[config.mk]
export PLATFORM = sky130hd
export DESIGN_NAME = pmic_i2c_slave_state_ctrl
export DESIGN_NICKNAME = d
export VERILOG_FILES = /design/src/pmic_pkg.sv /design/src/filt_if.sv /design/src/glitch_filter.sv /design/src/pmic_i2c_slave_state_ctrl.sv
export SDC_FILE = /design/constraint.sdc
export NUM_CORES = 1
export LEC_CHECK = 0
export ABC_AREA = 1
export BUFFER_PORTS_ARGS = -buffer_cell sky130_fd_sc_hd__clkbuf_2
export CAP_MARGIN = 20
export CORE_ASPECT_RATIO = 2
export CORE_MARGIN = 10
export CORE_UTILIZATION = 40
export DETAILED_ROUTE_END_ITERATION = 7
export MAX_ROUTING_LAYER = met4
export PLACE_DENSITY_LB_ADDON = 0.08
export SLEW_MARGIN = 20
export SYNTH_ARGS = -nofsm -noshare
export SYNTH_HDL_FRONTEND = slang
export SYNTH_SLANG_ARGS = --single-unit
[constraint.sdc]
create_clock -name CLK -period 1.7 [get_ports CLK]
set_input_delay 0.425 -clock CLK [delete_from_list [all_inputs] [get_ports CLK]]
set_output_delay 0.425 -clock CLK [all_outputs]
set_load 0.02 [all_outputs]
[src/pmic_pkg.sv]
// Purpose: shared constants and state types of the power state controller and serial target
// Assumes: CLK at 125 MHz
// Notes:   register indices are byte pointers sent by the serial master
package pmic_pkg;
  // clock and glitch timing
  localparam int CLK_NS     = 8;
  localparam int GLITCH_NS  = 50;
  // rejected pulse length, least time rounded up to whole cycles
  localparam int GLITCH_CYC = (GLITCH_NS + CLK_NS - 1) / CLK_NS;

  // four selectable target addresses
  localparam logic [6:0] TGT_ADDR_0 = 7'h25;
  localparam logic [6:0] TGT_ADDR_1 = 7'h27;
  localparam logic [6:0] TGT_ADDR_2 = 7'h67;
  localparam logic [6:0] TGT_ADDR_3 = 7'h6B;

  // register indices
  localparam logic [7:0] REG_STATUS = 8'h00;
  localparam logic [7:0] REG_MASK   = 8'h01;
  localparam logic [7:0] REG_VOUT   = 8'h02;
  localparam logic [7:0] REG_FLTCFG = 8'h03;

  // reset values
  localparam logic [7:0] MASK_RST       = 8'h00;
  localparam logic [7:0] VOUT_FACTORY   = 8'h00;
  localparam logic [7:0] FLTCFG_FACTORY = 8'h00;
  localparam logic [1:0] ADDR_SEL_RST   = 2'h0;

  // fault configuration fields
  localparam int FLT_LATCH_BIT = 0;
  localparam int FLT_THR_LSB   = 1;

  // filtered input bit positions
  localparam int FB_SCL  = 0;
  localparam int FB_SDA  = 1;
  localparam int FB_UV   = 2;
  localparam int FB_OV   = 3;
  localparam int FB_GOOD = 4;
  localparam int FB_LP   = 5;
  localparam int FB_FLT  = 6;

  typedef enum logic [2:0] {
    P_RESET  = 3'h1,
    P_SEQ    = 3'h2,
    P_ACTIVE = 3'h4
  } pwr_state_t;

  typedef enum logic [6:0] {
    I_IDLE = 7'h01,
    I_ADDR = 7'h02,
    I_ACK  = 7'h04,
    I_RXB  = 7'h08,
    I_TXB  = 7'h10,
    I_MACK = 7'h20,
    I_WAIT = 7'h40
  } i2c_state_t;
endpackage

[src/filt_if.sv]
// Purpose: carries filtered levels and their edge pulses
// Assumes: one bit per external input
// Notes:   edge pulses last one CLK cycle
`timescale 1ns/10ps
interface filt_if #(parameter int W = 1);
  logic [W-1:0] lvl;
  logic [W-1:0] rise;
  logic [W-1:0] fall;
  modport src (output lvl, output rise, output fall);
  modport dst (input lvl, input rise, input fall);
endinterface

[src/glitch_filter.sv]
// Purpose: synchronise and deglitch asynchronous inputs
// Assumes: inputs come from outside the CLK domain
// Notes:   a level must persist HOLD agreeing samples before it is taken
`timescale 1ns/10ps
module glitch_filter #(
  parameter int W    = 1,
  parameter int HOLD = pmic_pkg::GLITCH_CYC
) (
  input  wire logic         clk,
  input  wire logic         rst_n,
  input  wire logic [W-1:0] raw,
  filt_if.src               f
);
  localparam int CW = $clog2(HOLD + 1);
  localparam logic [CW-1:0] CNT_LAST = CW'(HOLD - 1);

  logic [W-1:0]  s1_q;
  logic [W-1:0]  s2_q;
  logic [W-1:0]  s3_q;
  logic [W-1:0]  lvl_q;
  logic [W-1:0]  rise_q;
  logic [W-1:0]  fall_q;
  logic [CW-1:0] cnt_q [W];

  if (W < 1 || HOLD < 1) begin : g_chk
    $error("glitch_filter: W and HOLD must be at least one");
  end

  // three-stage synchroniser; s1 feeds only s2
  always_ff @(posedge clk) begin
    if (!rst_n) begin
      s1_q <= '0;
      s2_q <= '0;
      s3_q <= '0;
    end else begin
      s1_q <= raw;
      s2_q <= s1_q;
      s3_q <= s2_q;
    end
  end

  // take a new level only after HOLD agreeing samples, so short spikes vanish
  always_ff @(posedge clk) begin
    if (!rst_n) begin
      lvl_q  <= '0;
      rise_q <= '0;
      fall_q <= '0;
      for (int i = 0; i < W; i++) cnt_q[i] <= '0;
    end else begin
      for (int i = 0; i < W; i++) begin
        rise_q[i] <= 1'b0;
        fall_q[i] <= 1'b0;
        if (s2_q[i] == s3_q[i] && s3_q[i] != lvl_q[i]) begin
          if (cnt_q[i] == CNT_LAST) begin
            lvl_q[i]  <= s3_q[i];
            rise_q[i] <= s3_q[i];
            fall_q[i] <= ~s3_q[i];
            cnt_q[i]  <= '0;
          end else begin
            cnt_q[i] <= cnt_q[i] + 1'b1;
          end
        end else begin
          cnt_q[i] <= '0;
        end
      end
    end
  end

  assign f.lvl  = lvl_q;
  assign f.rise = rise_q;
  assign f.fall = fall_q;
endmodule

[src/pmic_i2c_slave_state_ctrl.sv]
// Purpose: serial register target and top-level power state controller
// Assumes: comparator and fault inputs are asynchronous levels
// Notes:   sleep, deep-sleep, thermal and output fault states live elsewhere
// Behaviour
// - answer only as target, at one of four factory-selected seven-bit addresses
// - first byte is address plus direction bit, zero write, one read
// - no inactivity timeout; a stalled transfer waits for another event
// - entering low-power or fault states forces the serial engine idle
// - any start condition abandons the current packet and decodes anew
// - serial interface works in every state except cold reset
// - clock and data inputs ignore spikes of up to 50 ns
// - data line is only pulled low, otherwise released
// - volatile registers are config or status with fixed defaults
// - factory-class registers load programmed defaults; writes change working copy
// - in cold reset regulators off and reset outputs low
// - in cold reset all registers return to their defaults
// - leave cold reset for sequence start once input is in window
// - from any state fall to cold reset on input undervoltage
// - sequence start is transitional while regulators ramp up
// - active when input in range, outputs on, no fault; entry here tests window and outputs good only, and only undervoltage leaves it
// - faults are shown in a status register and on a status pin
// - fault reporting maskable; thresholds and response set by configuration; the mask gates only the status pin, not the status register
`timescale 1ns/10ps
module pmic_i2c_slave_state_ctrl #(
  parameter int          N_OUT          = 8,
  parameter logic [1:0]  ADDR_SEL       = pmic_pkg::ADDR_SEL_RST,
  parameter logic [7:0]  VOUT_DEFAULT   = pmic_pkg::VOUT_FACTORY,
  parameter logic [7:0]  FLTCFG_DEFAULT = pmic_pkg::FLTCFG_FACTORY
) (
  input  wire logic             CLK,
  input  wire logic             RESET_N,
  input  wire logic             SCL_I,
  input  wire logic             SDA_I,
  output logic                  SDA_O,
  output logic                  SDA_OE,
  input  wire logic             VIN_ABOVE_UV,
  input  wire logic             VIN_BELOW_OV,
  input  wire logic             OUTPUTS_GOOD,
  input  wire logic             LOWPWR_FAULT_STATE,
  input  wire logic [N_OUT-1:0] OUT_FAULT,
  output logic                  REG_EN,
  output logic [2:0]            RESET_OUT_N,
  output logic                  FAULT_N,
  output logic [7:0]            VOUT_SEL,
  output logic [1:0]            FAULT_THR,
  output logic [2:0]            PWR_STATE
);
  localparam int FW = pmic_pkg::FB_FLT + N_OUT;

  if (N_OUT < 1 || N_OUT > 8) begin : g_chk
    $error("pmic: N_OUT must be 1 to 8");
  end

  filt_if #(.W(FW)) fin ();

  glitch_filter #(.W(FW), .HOLD(pmic_pkg::GLITCH_CYC)) u_filt (
    .clk   (CLK),
    .rst_n (RESET_N),
    .raw   ({OUT_FAULT, LOWPWR_FAULT_STATE, OUTPUTS_GOOD,
             VIN_BELOW_OV, VIN_ABOVE_UV, SDA_I, SCL_I}),
    .f     (fin)
  );

  pmic_pkg::pwr_state_t pwr_q;
  pmic_pkg::i2c_state_t i2c_q;
  logic [3:0]       bit_cnt_q;
  logic [7:0]       shift_q;
  logic [7:0]       tx_q;
  logic [7:0]       ptr_q;
  logic             rw_q;
  logic             first_q;
  logic             mack_q;
  logic             sda_oe_q;
  logic             sda_o_q;
  logic             wr_stb_q;
  logic [7:0]       wr_idx_q;
  logic [7:0]       wr_data_q;
  logic [7:0]       status_q;
  logic [7:0]       mask_q;
  logic [7:0]       vout_q;
  logic [7:0]       fltcfg_q;
  logic             reg_en_q;
  logic [2:0]       rst_out_q;
  logic             fault_n_q;
  logic [6:0]       tgt_addr;
  logic [7:0]       rd_byte;
  logic [7:0]       flt_raw;
  logic             scl_rise;
  logic             scl_fall;
  logic             start;
  logic             stop;
  logic             force_idle;
  logic             uv_ok;
  logic             ov_ok;

  // event decode from filtered pins
  assign scl_rise   = fin.rise[pmic_pkg::FB_SCL];
  assign scl_fall   = fin.fall[pmic_pkg::FB_SCL];
  assign start      = fin.fall[pmic_pkg::FB_SDA] & fin.lvl[pmic_pkg::FB_SCL];
  assign stop       = fin.rise[pmic_pkg::FB_SDA] & fin.lvl[pmic_pkg::FB_SCL];
  assign uv_ok      = fin.lvl[pmic_pkg::FB_UV];
  assign ov_ok      = fin.lvl[pmic_pkg::FB_OV];
  // cold reset holds the engine idle, so bus traffic is ignored there
  assign force_idle = (pwr_q == pmic_pkg::P_RESET) | fin.rise[pmic_pkg::FB_LP];
  assign flt_raw    = 8'(fin.lvl[FW-1:pmic_pkg::FB_FLT]);

  // factory address choice
  always_comb begin
    unique case (ADDR_SEL)
      2'h0:    tgt_addr = pmic_pkg::TGT_ADDR_0;
      2'h1:    tgt_addr = pmic_pkg::TGT_ADDR_1;
      2'h2:    tgt_addr = pmic_pkg::TGT_ADDR_2;
      default: tgt_addr = pmic_pkg::TGT_ADDR_3;
    endcase
  end

  // read mux; unmapped indices read zero
  always_comb begin
    unique case (ptr_q)
      pmic_pkg::REG_STATUS: rd_byte = status_q;
      pmic_pkg::REG_MASK:   rd_byte = mask_q;
      pmic_pkg::REG_VOUT:   rd_byte = vout_q;
      pmic_pkg::REG_FLTCFG: rd_byte = fltcfg_q;
      default:              rd_byte = 8'h00;
    endcase
  end

  // power state controller
  always_ff @(posedge CLK) begin
    if (!RESET_N) begin
      pwr_q <= pmic_pkg::P_RESET;
    end else if (!uv_ok) begin
      pwr_q <= pmic_pkg::P_RESET;
    end else begin
      unique case (pwr_q)
        pmic_pkg::P_RESET:  if (ov_ok) pwr_q <= pmic_pkg::P_SEQ;
        pmic_pkg::P_SEQ:    if (ov_ok && fin.lvl[pmic_pkg::FB_GOOD]) begin
          pwr_q <= pmic_pkg::P_ACTIVE;
        end
        pmic_pkg::P_ACTIVE: pwr_q <= pmic_pkg::P_ACTIVE;
      endcase
    end
  end

  // regulator enable and reset outputs follow the power state
  always_ff @(posedge CLK) begin
    if (!RESET_N) begin
      reg_en_q  <= 1'b0;
      rst_out_q <= 3'h0;
    end else begin
      reg_en_q  <= (pwr_q != pmic_pkg::P_RESET);
      rst_out_q <= {3{pwr_q == pmic_pkg::P_ACTIVE}};
    end
  end

  // serial packet engine; waits forever between edges, no timeout
  always_ff @(posedge CLK) begin
    if (!RESET_N) begin
      i2c_q     <= pmic_pkg::I_IDLE;
      bit_cnt_q <= 4'h0;
      shift_q   <= 8'h00;
      tx_q      <= 8'h00;
      ptr_q     <= 8'h00;
      rw_q      <= 1'b0;
      first_q   <= 1'b0;
      mack_q    <= 1'b0;
      sda_oe_q  <= 1'b0;
      wr_stb_q  <= 1'b0;
      wr_idx_q  <= 8'h00;
      wr_data_q <= 8'h00;
    end else begin
      wr_stb_q <= 1'b0;
      if (force_idle) begin
        i2c_q    <= pmic_pkg::I_IDLE;
        sda_oe_q <= 1'b0;
      end else if (start) begin
        i2c_q     <= pmic_pkg::I_ADDR;
        bit_cnt_q <= 4'h0;
        first_q   <= 1'b1;
        sda_oe_q  <= 1'b0;
      end else if (stop) begin
        i2c_q    <= pmic_pkg::I_IDLE;
        sda_oe_q <= 1'b0;
      end else begin
        unique case (i2c_q)
          pmic_pkg::I_IDLE, pmic_pkg::I_WAIT: sda_oe_q <= 1'b0;
          pmic_pkg::I_ADDR, pmic_pkg::I_RXB: begin
            if (scl_rise) begin
              shift_q   <= {shift_q[6:0], fin.lvl[pmic_pkg::FB_SDA]};
              bit_cnt_q <= bit_cnt_q + 4'h1;
            end else if (scl_fall && bit_cnt_q == 4'h8) begin
              bit_cnt_q <= 4'h0;
              if (i2c_q == pmic_pkg::I_ADDR) begin
                if (shift_q[7:1] == tgt_addr) begin
                  rw_q     <= shift_q[0];
                  sda_oe_q <= 1'b1;
                  i2c_q    <= pmic_pkg::I_ACK;
                end else begin
                  i2c_q <= pmic_pkg::I_WAIT;
                end
              end else begin
                sda_oe_q <= 1'b1;
                i2c_q    <= pmic_pkg::I_ACK;
                first_q  <= 1'b0;
                if (first_q) begin
                  ptr_q <= shift_q;
                end else begin
                  wr_stb_q  <= 1'b1;
                  wr_idx_q  <= ptr_q;
                  wr_data_q <= shift_q;
                  ptr_q     <= ptr_q + 8'h01;
                end
              end
            end
          end
          pmic_pkg::I_ACK: if (scl_fall) begin
            if (rw_q) begin
              tx_q     <= rd_byte;
              sda_oe_q <= ~rd_byte[7];
              ptr_q    <= ptr_q + 8'h01;
              i2c_q    <= pmic_pkg::I_TXB;
            end else begin
              sda_oe_q <= 1'b0;
              i2c_q    <= pmic_pkg::I_RXB;
            end
          end
          pmic_pkg::I_TXB: if (scl_fall) begin
            if (bit_cnt_q == 4'h7) begin
              bit_cnt_q <= 4'h0;
              sda_oe_q  <= 1'b0;
              i2c_q     <= pmic_pkg::I_MACK;
            end else begin
              bit_cnt_q <= bit_cnt_q + 4'h1;
              tx_q      <= {tx_q[6:0], 1'b0};
              sda_oe_q  <= ~tx_q[6];
            end
          end
          pmic_pkg::I_MACK: begin
            // a master nack ends the read; a stop or start follows
            if (scl_rise) begin
              mack_q <= ~fin.lvl[pmic_pkg::FB_SDA];
            end else if (scl_fall) begin
              if (mack_q) begin
                tx_q     <= rd_byte;
                sda_oe_q <= ~rd_byte[7];
                ptr_q    <= ptr_q + 8'h01;
                i2c_q    <= pmic_pkg::I_TXB;
              end else begin
                i2c_q <= pmic_pkg::I_WAIT;
              end
            end
          end
        endcase
      end
    end
  end

  // pin drivers; the data output is a constant low, only the enable moves
  always_ff @(posedge CLK) begin
    if (!RESET_N) sda_o_q <= 1'b0;
    else          sda_o_q <= 1'b0;
  end

  // configuration registers; cold reset reloads fixed and factory defaults
  always_ff @(posedge CLK) begin
    if (!RESET_N || pwr_q == pmic_pkg::P_RESET) begin
      mask_q   <= pmic_pkg::MASK_RST;
      vout_q   <= VOUT_DEFAULT;
      fltcfg_q <= FLTCFG_DEFAULT;
    end else if (wr_stb_q) begin
      unique case (wr_idx_q)
        pmic_pkg::REG_MASK:   mask_q   <= wr_data_q;
        pmic_pkg::REG_VOUT:   vout_q   <= wr_data_q;
        pmic_pkg::REG_FLTCFG: fltcfg_q <= wr_data_q;
        default: ;
      endcase
    end
  end

  // fault status: live, or sticky with write-one-to-clear; a new fault beats the clear
  always_ff @(posedge CLK) begin
    if (!RESET_N || pwr_q == pmic_pkg::P_RESET) begin
      status_q <= 8'h00;
    end else if (fltcfg_q[pmic_pkg::FLT_LATCH_BIT]) begin
      if (wr_stb_q && wr_idx_q == pmic_pkg::REG_STATUS) begin
        status_q <= (status_q & ~wr_data_q) | flt_raw;
      end else begin
        status_q <= status_q | flt_raw;
      end
    end else begin
      status_q <= flt_raw;
    end
  end

  // status pin low while any unmasked fault stands in the status register
  always_ff @(posedge CLK) begin
    if (!RESET_N) fault_n_q <= 1'b1;
    else          fault_n_q <= ~|(status_q & ~mask_q);
  end

  assign SDA_O       = sda_o_q;
  assign SDA_OE      = sda_oe_q;
  assign REG_EN      = reg_en_q;
  assign RESET_OUT_N = rst_out_q;
  assign FAULT_N     = fault_n_q;
  assign VOUT_SEL    = vout_q;
  assign FAULT_THR   = fltcfg_q[pmic_pkg::FLT_THR_LSB +: 2];
  assign PWR_STATE   = pwr_q;
endmodule

==> flow_summary.ini <==
[status]
status = finished, final reports clean

[global_routing]
grt_pass1_vias = 7606
met3_usage_pct = 2.93
grt_pass1_wl_um = 36400
grt_max_degree = 39
grtUsageTotal_pct = 15.8
use_met2_pct = 29.2
grt_util_met1_pct = 15.2
overflow = 0
antenna_found_initial = 0
gr-max-usage-layer = met2

[cells_and_area]
instances_no_fill = 1608
drive_above_1_share_pct = 23.4
fin_nets = 1369
syn2layout_area_growth_pct = 28.1
fin_util_pct = 52.1
n_antenna_cell = 0

[clocking]
htreeDepth = 4
clockBufferDepth = 2
clk_pin_slew_ns = 0.07
clk_latency_ns = 0.44
clockRootBuffer = clkbuf_16
tritoncts = yes
numCtsBuffers = 17
cts_hold_buffers = 0
cts.sinks = 196

[routing]
ant_nets = 0
drcViolationCount = 0
drt_first_pass_iters = 4
wirelength_um = 22200
vias = 7637
initialDrtViolationCount = 378
post_drt_wl_per_cell_um = 13.8
vias_per_cell = 4.75

[yosys]
ys_ff_latch = 196
synth_cells = 1153
ys_seq_area_share_pct = 48.2
synth_area_mm2 = 0.00901
avgSynthCellArea_um2 = 7.81
synth.distinct_cells = 42
ys_warn_count = 0
synth_top_area_share_pct = 34.2
yosys.area.top_type = dfxtp_1
synthTopCellsByArea = dfxtp_1 34%, edfxtp_1 14%, nand2_1 9.2%

[worst_setup_path]
cp_max_fo = 6
worstPathArrival_ns = 2.05
r2r_cells = 9
rrSetupSlack_ns = 0.03
cp-startpoint = u_filt.f.lvl[0]
reg2reg_to = wr_data_q[5]
cp-start-kind = register
required_ns = 2.08
r2r-start = u_filt.f.lvl[0]
path_class = register to register
endpoint_kind = register

[die]
io_pins = 36
core_area_mm2 = 0.0222
rows = 77
die_h_um = 232
dieArea_mm2 = 0.0293
start_util_pct = 40.7
dieWidth_um = 126

[min_path]
min_from = OUT_FAULT[7]
hp-class = input pin to register
worstHoldEndpoint = u_filt.s1_q[13]
holdPathStages = 3

[placed_design]
placed_cells = 1555
portBuffers = 34
gp_congestion = 0.857
hpwl_um = 16900

[timing]
slew_violations = 0
rsz0062_at_grt = yes
fmax_mhz = 600
fin_crit_sh_pct = 98.1
hold_slack_ns = 0.163
min_period_ns = 1.67
setup_viol = 0
setup_tns_ns = 0
skew_ns = 0.00883
report.final.hold_viol_count = 0

[power]
ir_drop_v = 0.000631
p_leak_nw = 5.10
power.density_mw_per_mm2 = 791

[job]
drv_cap = 0
==> report_power, final <==
group,total [mW],internal (mW),switching [mW]
Combinational,0.270,0.106,0.165
Sequential,4.87,4.82,0.0482
Clock,3.99,2.26,1.73
==> flip-flops by register name (all words and copies together), names as in the netlist, 14 cells and up <==
signal,count
u_filt.s3_q,14
u_filt.s2_q,14
u_filt.f.lvl,14
u_filt.cnt_q,42
u_filt.s1_q,14
==> placed cells by master (no fill, tap or decap), drive strengths merged, types with 9 or more instances in the layout <==
cell / count
nor3: 11
nand4: 20
clkbuf: 57
o21ai: 91
dfxtp: 154
nand2: 236
conb: 43
edfxtp: 42
clkinv: 9
inv: 173
buf: 103
nand3: 63
a21oi: 88
ha: 34
o211ai: 9
nor2: 162
xnor2: 15
==> synthesized netlist by cell type (all sizes together) <==
cell	number
a22o	1
o22ai	2
o31ai	3
o211ai	9
xor2	4
nand3b	4
nand2	235
a311oi	1
edfxtp	42
xnor2	15
o41ai	1
conb	2
o21a	1
inv	173
or2	1
o21bai	2
clkbuf	12
nor2	162
a21oi	88
ha	34
buf	20
o21ai	91
nor3	11
nand3	63
nand4	20
a31o	1
dfxtp	154
clkinv	1
==> final cells by class <==
| cell class | count | area [um^2] |
|---|---|---|
| multi-input combinational | 793 | 4440 |
| clock inverter | 9 | 71.3 |
| timing repair buffer | 137 | 1120 |
| clock buffer | 23 | 512 |
| sequential | 196 | 4370 |
| inverter | 174 | 673 |
| tap | 276 | 345 |
| fill | 2206 | 10600 |
==> logic make-up (layout without fill, tap and decap cells) <==
| family | count (synthesis) | in the layout | synth area share (%) |
|---|---|---|---|
| DFF | 196 | 196 | 48.2 |
| adders and majority gates | 34 | 34 | 4.72 |
| AOI/OAI and AO/OA | 200 | 200 | 11.7 |
| and+or+nand+nor | 496 | 497 | 24.1 |
| xor gates and xnor gates | 19 | 19 | 1.85 |
| buffers and inverters | 206 | 343 | 9.26 |
| other | 2 | 43 | 0.0834 |
==> per-layer routing <==
| layer | routed length (um) | vias up | share of wire [%] |
|---|---|---|---|
| li1 | - | 3989 | - |
| met2 | 12200 | 105 | 55 |
| met3 | 495 | 56 | 2.2 |
| met4 | 1060 | 0 | 4.8 |
| met1 | 8420 | 3487 | 38 |
| met5 | 0 | - | 0 |
==> timing repair <==
item,in CTS,in global routing
setup buffers,14,6
pin swaps,22,44
gates cloned,1,1
setup endpoints to repair,43,58
gates resized for setup,57,114
==> how the worst max path moves through the flow <==
stage | to | slack (ns) | cells after the start
after detailed placement | i2c_q[4] | -0.32 | 12
after global routing | wr_idx_q[2] | -0.07 | 9
after CTS | tx_q[0] | -0.006 | 13
after floorplan | wr_idx_q[0] | 0.09 | 10
after global placement | i2c_q[4] | -0.31 | 12
final | wr_data_q[5] | 0.03 | 9
==> metrics by stage <==
stage          cell area [um^2]  power [mW]  worst slack [ns]
6_report                  11500        9.13            0.0321
5_1_grt                   11500        9.49           -0.0666
4_1_cts                   11100        9.28          -0.00639
3_5_place_dp              10200        5.25            -0.316
3_3_place_gp              10200        5.25            -0.308
2_1_floorplan              9160        5.16            0.0945
==> worst max-delay path, cell delays in order, from the launching register on <==
cell     delay [ns]
dfxtp_1        0.34
nand2_2        0.10
nand2_2        0.08
nor2_4         0.14
inv_2          0.07
nor3_4         0.27
nand2_4        0.16
buf_12         0.18
buf_6          0.13
a21oi_2        0.12
Note: power is estimated with default switching activity, not from simulation.
